**src/code_bank_pkg.sv**
```systemverilog
// Purpose: shared constants and types for the code bank mapper
// Assumes: 8-bit special register bus, 16-bit code addresses, 17-bit flash addresses
// Notes: all offsets, field positions and reset values live here
package code_bank_pkg;

  // ----------------------------------------------------------------
  // register map
  // ----------------------------------------------------------------
  localparam logic [7:0] program_bank_select_addr = 8'hf5;
  localparam logic [7:0] program_bank_select_reset = 8'h11;
  localparam int fetch_bank_lsb = 0;
  localparam int constant_bank_lsb = 4;
  localparam logic [7:0] writable_mask = 8'h33;

  // ----------------------------------------------------------------
  // address space
  // ----------------------------------------------------------------
  localparam int code_addr_width = 16;
  localparam int bank_offset_width = 15;
  localparam int flash_addr_width = 17;
  localparam logic [15:0] reserved_window_base = 16'hfc00;
  localparam logic [1:0] common_bank = 2'h0;
  localparam logic [1:0] top_bank = 2'h3;

  typedef enum logic [1:0] {
    access_fetch,
    access_constant_read,
    access_flash_write
  } access_kind_type;

endpackage

```
**src/code_bank_mapper.sv**
```systemverilog
// Purpose: banked program flash mapper with its bank-select register
// Assumes: core presents fetch and constant accesses as single-cycle strobes
// Notes: flash address outputs are registered, one cycle after the strobe
// Notes on behaviour
// - common bank fixed at lower half
// - upper half shows one selected bank
// - fetch bank field bits 1:0 steers fetches
// - constant bank field bits 5:4 steers constants
// - fetch bank written only from bank 0
// - reserved bits read zero, write zero
// - top kilobyte of bank 3 reserved
// - register at 0xf5 on every page
// - flash is 32 kB banks, four or three
`timescale 1ns/1ps
`default_nettype none
module code_bank_mapper #(
  parameter int num_banks = 4
)
(
  input wire logic sys_clk_i,
  input wire logic nrst_i,
  // special register port, page-independent
  input wire logic [7:0] reg_addr_i,
  input wire logic reg_wr_i,
  input wire logic reg_rd_i,
  input wire logic [7:0] reg_wdata_i,
  input wire logic [15:0] exec_pc_i,
  output logic [7:0] reg_rdata_o,
  output logic reg_hit_o,
  // instruction fetch path
  input wire logic fetch_req_i,
  input wire logic [15:0] fetch_addr_i,
  output logic fetch_valid_o,
  output logic [16:0] fetch_flash_addr_o,
  output logic fetch_reserved_o,
  // constant read and flash write path
  input wire logic const_req_i,
  input wire logic const_write_i,
  input wire logic [15:0] const_addr_i,
  output logic const_valid_o,
  output logic const_write_o,
  output logic [16:0] const_flash_addr_o,
  output logic const_reserved_o,
  output logic bank_fault_o
);

  // ----------------------------------------------------------------
  // state
  // ----------------------------------------------------------------
  // every register of the block except the reset synchroniser rst_sync lives in this one struct
  typedef struct packed {
    logic [1:0] fetch_bank_field;
    logic [1:0] constant_bank_field;
    logic [7:0] rdata;
    logic fetch_valid;
    logic [16:0] fetch_flash_addr;
    logic fetch_reserved;
    logic const_valid;
    logic const_write;
    logic [16:0] const_flash_addr;
    logic const_reserved;
    logic bank_fault;
  } state_type;

  localparam state_type reset_state = '{
    fetch_bank_field: code_bank_pkg::program_bank_select_reset[1:0],
    constant_bank_field: code_bank_pkg::program_bank_select_reset[5:4],
    rdata: 8'h00,
    fetch_valid: 1'b0,
    fetch_flash_addr: 17'h00000,
    fetch_reserved: 1'b0,
    const_valid: 1'b0,
    const_write: 1'b0,
    const_flash_addr: 17'h00000,
    const_reserved: 1'b0,
    bank_fault: 1'b0
  };

  state_type state;
  state_type next_state;
  logic [1:0] rst_sync;
  logic rst_n;
  logic sel_hit;
  logic [7:0] select_view;
  logic [16:0] fetch_flash;
  logic [16:0] const_flash;
  logic fetch_res;
  logic const_res;
  logic fetch_missing;
  logic const_missing;
  logic wr_hit;
  logic rd_hit;
  logic fetch_field_open;

  // ----------------------------------------------------------------
  // helpers
  // ----------------------------------------------------------------
  // pulls one two-bit bank field out of a register byte
  function automatic logic [1:0] bank_field(input logic [7:0] value, input int lsb);
    return value[lsb +: 2];
  endfunction

  // the byte the core reads back: fields in place, reserved bits zero
  function automatic logic [7:0] register_view(input logic [1:0] constant,
    input logic [1:0] fetch);
    return {2'h0, constant, 2'h0, fetch};
  endfunction

  // ----------------------------------------------------------------
  // reset release
  // ----------------------------------------------------------------
  // release is delayed two edges so every flop leaves reset on one clean edge
  always_ff @(posedge sys_clk_i or negedge nrst_i)
  begin
    if (!nrst_i)
      rst_sync <= 2'h0;
    else
      rst_sync <= {rst_sync[0], 1'b1};
  end
  assign rst_n = rst_sync[1];

  // ----------------------------------------------------------------
  // address forming
  // ----------------------------------------------------------------
  // both paths use the same former module so reserved and missing-bank tests always agree
  bank_address_former #(.num_banks(num_banks)) fetch_former (
    .code_addr_i(fetch_addr_i),
    .bank_i(state.fetch_bank_field),
    .flash_addr_o(fetch_flash),
    .reserved_o(fetch_res),
    .missing_bank_o(fetch_missing)
  );

  bank_address_former #(.num_banks(num_banks)) const_former (
    .code_addr_i(const_addr_i),
    .bank_i(state.constant_bank_field),
    .flash_addr_o(const_flash),
    .reserved_o(const_res),
    .missing_bank_o(const_missing)
  );

  // ----------------------------------------------------------------
  // register port
  // ----------------------------------------------------------------
  // decode ignores any page select, so the register is reachable on all pages
  assign sel_hit = (reg_addr_i == code_bank_pkg::program_bank_select_addr);
  assign wr_hit = sel_hit && reg_wr_i;
  assign rd_hit = sel_hit && reg_rd_i;
  // reserved bits are not stored and always read back as zero
  assign select_view = register_view(state.constant_bank_field, state.fetch_bank_field);
  // code above 0x8000 still runs from bank 0 while the fetch field is zero,
  // so only an upper pc together with a fetch field of 1 to 3 locks the field
  assign fetch_field_open = !exec_pc_i[15]
    || (state.fetch_bank_field == code_bank_pkg::common_bank);

  // ----------------------------------------------------------------
  // next state
  // ----------------------------------------------------------------
  always_comb
  begin
    next_state = state;

    // register writes; the fetch field may be locked by the running code
    if (wr_hit)
    begin
      next_state.constant_bank_field =
        bank_field(reg_wdata_i, code_bank_pkg::constant_bank_lsb);
      // a switch from an upper bank would pull the code out from under itself
      if (fetch_field_open)
        next_state.fetch_bank_field =
          bank_field(reg_wdata_i, code_bank_pkg::fetch_bank_lsb);
    end

    // a read copies the register view into the held read data
    if (rd_hit)
      next_state.rdata = select_view & code_bank_pkg::writable_mask;

    // access strobes and their captured addresses
    next_state.fetch_valid = fetch_req_i;
    next_state.const_valid = const_req_i;
    next_state.const_write = const_req_i && const_write_i;
    if (fetch_req_i)
    begin
      next_state.fetch_flash_addr = fetch_flash;
      next_state.fetch_reserved = fetch_res;
    end
    if (const_req_i)
    begin
      next_state.const_flash_addr = const_flash;
      next_state.const_reserved = const_res;
    end

    // a three-bank part has no bank 3; flag rather than alias into it
    next_state.bank_fault = (fetch_req_i && fetch_missing)
      || (const_req_i && const_missing);
  end

  always_ff @(posedge sys_clk_i or negedge rst_n)
  begin
    if (!rst_n)
      state <= reset_state;
    else
      state <= next_state;
  end

  // ----------------------------------------------------------------
  // outputs
  // ----------------------------------------------------------------
  // addresses and reserved flags hold between requests; the valids, const write and bank fault pulse
  assign reg_hit_o = wr_hit || rd_hit;
  assign reg_rdata_o = state.rdata;
  assign fetch_valid_o = state.fetch_valid;
  assign fetch_flash_addr_o = state.fetch_flash_addr;
  assign fetch_reserved_o = state.fetch_reserved;
  assign const_valid_o = state.const_valid;
  assign const_write_o = state.const_write;
  assign const_flash_addr_o = state.const_flash_addr;
  assign const_reserved_o = state.const_reserved;
  assign bank_fault_o = state.bank_fault;

endmodule
`default_nettype wire

```
**src/bank_address_former.sv**
```systemverilog
// Purpose: turns a 16-bit code address and a bank number into a flash address
// Assumes: purely combinational, used once per access path
// Notes: flags the reserved top kilobyte of the last bank on four-bank parts
`timescale 1ns/1ps
`default_nettype none
module bank_address_former #(
  parameter int num_banks = 4
)
(
  input wire logic [15:0] code_addr_i,
  input wire logic [1:0] bank_i,
  output logic [16:0] flash_addr_o,
  output logic reserved_o,
  output logic missing_bank_o
);

  logic [1:0] used_bank;

  always_comb
  begin
    // lower half always comes from the common bank
    used_bank = code_addr_i[15] ? bank_i : code_bank_pkg::common_bank;
    flash_addr_o = {used_bank, code_addr_i[14:0]};
    reserved_o = (num_banks == 4) && code_addr_i[15]
      && (used_bank == code_bank_pkg::top_bank)
      && (code_addr_i >= code_bank_pkg::reserved_window_base);
    missing_bank_o = (32'(used_bank) >= num_banks);
  end

endmodule
`default_nettype wire

```
**config.mk**
```make
export PLATFORM = sky130hd
export DESIGN_NAME = code_bank_mapper
export DESIGN_NICKNAME = d
export VERILOG_FILES = /design/src/code_bank_pkg.sv /design/src/code_bank_mapper.sv /design/src/bank_address_former.sv
export SDC_FILE = /design/constraint.sdc
export NUM_CORES = 1
export LEC_CHECK = 0
export BUFFER_PORTS_ARGS = -buffer_cell sky130_fd_sc_hd__clkbuf_2
export CAP_MARGIN = 20
export CORE_ASPECT_RATIO = 1.25
export CORE_MARGIN = 5
export CORE_UTILIZATION = 30
export CTS_BUF_LIST = sky130_fd_sc_hd__clkbuf_4 sky130_fd_sc_hd__clkbuf_8
export DETAILED_ROUTE_END_ITERATION = 8
export GPL_ROUTABILITY_DRIVEN = 0
export PLACE_DENSITY_LB_ADDON = 0.08
export SLEW_MARGIN = 5
export SYNTH_ARGS = -nofsm -noshare
export SYNTH_HDL_FRONTEND = slang
export SYNTH_SLANG_ARGS = --single-unit
```
**constraint.sdc**
```tcl
create_clock -name sys_clk_i -period 2.9 [get_ports sys_clk_i]
set_clock_uncertainty 0.15 [all_clocks]
set_input_delay 0.29 -clock sys_clk_i [delete_from_list [all_inputs] [get_ports sys_clk_i]]
set_output_delay 0.29 -clock sys_clk_i [all_outputs]
set_load 0.02 [all_outputs]
```
==> flow_metrics.tcl <==
set metrics [dict create \
    cts.sinks 49 \
    cp.arrival_ns 1.06 \
    outcome "finished clean" \
    worstPathRequired_ns 2.46 \
    initial_core_util_pct 31.2 \
    drt_iter0_markers 31 \
    crit_family "simple AND/OR/NAND/NOR gates" \
    synthTopCellsByArea "dfrtp_1 60%, mux2_2 17%, mux2_4 4.6%" \
    post-route-period-util_pct 51.7 \
    cp.depth 4 \
    fin_crit_ns 1.50 \
    cts_resized 0 \
    fin_tns_setup_ns 0 \
    grt_pass1_vias 1404 \
    slew_violations 0 \
    drt_first_pass_iters 4 \
    die_width_um 82.1 \
    place.port_buffers 95 \
    synth_area_um2 1950 \
    synth_edf_count 0 \
    clockBufferDepth 2 \
    endpoint "reg_hit_o" \
    area_delta_synth_final_pct 33.9 \
    num_vias 1328 \
    synth_simple_gate_area_share_pct 6.81 \
    criticalPathCategory "input pin to primary output" \
    antenna_found_initial 0 \
    synth_top_family_by_area "multiplexers" \
    hpwl_um 3240 \
    remaining_drc_errors 0 \
    hold-worst-slack_ns 0.0383 \
    cts_tree "built" \
    ys.flop_type "dfrtp_1" \
    die_y_um 100 \
    peakVddDrop_uv 244 \
    rows 32 \
    synthMuxAreaShare_pct 23.1 \
    syn_inst 128 \
    crit_chain "clkbuf_2, and4bb_4, o211a_1, clkbuf_2" \
    die_area_um2 8220 \
    fin_ws_ns 1.40 \
    avgSynthCellArea_um2 15.2 \
    cp_max_fo 4 \
    synth-adder-area-share_pct 0 \
    power.density_nw_per_um2 535 \
    hold_viol 0 \
    cts_setup_buffers 0 \
    numCtsBuffers 5 \
    yosysTopAreaCell "dfrtp_1" \
    synth_seq_cells 49 \
    n_fill_cell 636 \
    grt_usage_pct 10.8 \
    maxCapViolCount 0 \
    r2r_end "select_view[1]$_DFFE_PN0P_" \
    antennaDiodeCount 0 \
    pre_cts_slack_ns 1.39 \
    drive_above_1_share_pct 64.8 \
    clk_pin_slew_ns 0.08 \
    worst-r2r-setup-slack_ns 1.53 \
    r2r_cells 3 \
    yosysUniqueCellTypes 23 \
    yosysMostFrequentCell "dfrtp_1" \
    hp-class "flip-flop to async pin" \
    crit_start "reg_addr_i[3]" \
    ys_top_cells_by_count "47 x dfrtp_1, 30 x mux2_2, 6 x inv_1, 6 x mux2_4" \
    wl_per_cell_um 13.3 \
    fmax_mhz 667 \
    synth_top_cell_area_share_pct 60.4 \
    crit_slowest_cell "and4bb_4" \
    setup_violations 0 \
    endpoint_kind "primary output" \
    overflow 0 \
    fin_nets 298 \
    grt_max_degree 48 \
    ys_seq_area_share_pct 63.1 \
    yosys.area_share.xor_xnor_pct 0 \
    antenna_left 0 \
    clock_latency_ns 0.29 \
    crit_path_frequent_cell "clkbuf_2" \
    viasPerCell 4.26 \
    rsz0062_at_grt "false" \
    grt_pass1_wl_um 6730 \
    wl_um 4160 \
    crit_path_start_kind "input pin" \
    ios 120 \
    htreeDepth 2 \
    critPathMaxStageDelay_ns 0.38 \
    cts.root.buffer_cell "clkbuf_8" \
    p_leak_nw 1.32 \
    path_buf_inv 2 \
    core_area_um2 6250 \
    ys.warnings.count 0 \
    r2r-start "select_view[1]$_DFFE_PN0P_" \
    synth_compound_area_share_pct 2.50 \
    async_flop_share_pct 100 \
]
[power by group]
part	total, mW	switching [mW]	internal [mW]
clock	0.404	0.205	0.199
combinational	0.228	0.129	0.0998
sequential	0.763	0.0298	0.734
total	1.40	0.363	1.03
[cell families after synthesis]
kind of cell / Yosys count
DFF: 49
and+or+nand+nor: 16
muxes: 38
buffers and inverters: 15
AOI/OAI and AO/OA: 8
other: 2
[per-layer routing]
| metal | global-route usage [%] | part of all wire, % | routed length (µm) | vias to the layer above |
|---|---|---|---|---|
| met4 | 3.84 | 1.5 | 62 | 0 |
| met1 | 12.0 | 38 | 1570 | 634 |
| met2 | 18.3 | 52 | 2180 | 53 |
| met5 | 0 | 0 | 0 | - |
| met3 | 4.40 | 8.3 | 345 | 5 |
| li1 | - | - | - | 636 |
[cells in the final DEF, fill, tap and decap left out, drive strengths merged, types with 2 or more instances in the layout]
master / instances
clkbuf: 102
conb: 6
dfrtp: 47
dfstp: 2
inv: 6
mux2: 38
nand3: 7
nand4: 4
o21ai: 6
[worst min path at each step]
stage	depth (start not counted)	from	endpoint
CTS	2	const_write_i	const_write_o$_DFF_PN0_
detailed placement	1	nrst_i	rst_sync[0]$_DFF_PN0_
floorplan	0	nrst_i	rst_sync[0]$_DFF_PN0_
global placement	1	nrst_i	rst_sync[0]$_DFF_PN0_
global route	2	const_write_i	const_write_o$_DFF_PN0_
finish	0	rst_sync[1]$_DFF_PN0_	const_flash_addr_o[5]$_DFFE_PN0P_
[stage by stage]
stage	instance area [µm²]	cells	power (mW)	utilization, %
2_1_floorplan	1960	132	0.910	-
3_3_place_gp	2490	303	1.01	39.8
3_5_place_dp	2490	303	1.01	39.8
4_1_cts	2590	311	1.43	41.4
5_1_grt	2610	312	1.48	41.8
6_report	2610	312	1.40	41.8
[registers in the layout (all words and copies together), names as in the netlist]
name / flops
const_flash_addr_o: 17
fetch_flash_addr_o: 17
reg_rdata_o: 4
select_view: 4
rst_sync: 2
const_reserved_o: 1
const_valid_o: 1
const_write_o: 1
fetch_reserved_o: 1
fetch_valid_o: 1
[layout make-up]
cell class,instances,area [µm²],area share (%)
well taps,85,106,4.08
repair buffers,97,505,19.4
inverters,6,22.5,0.863
multi-input cells,68,654,25.1
flip-flops and latches,49,1230,47.1
clock buffers,7,90.1,3.45
[what timing repair did]
| action | 4_1_cts | 5_1_grt |
|---|---|---|
| hold buffers | 1 | 0 |
| hold endpoints to repair | 2 | 0 |
| endpoints found under the setup margin | 0 | 0 |
Power figures use the tool's default switching activity.
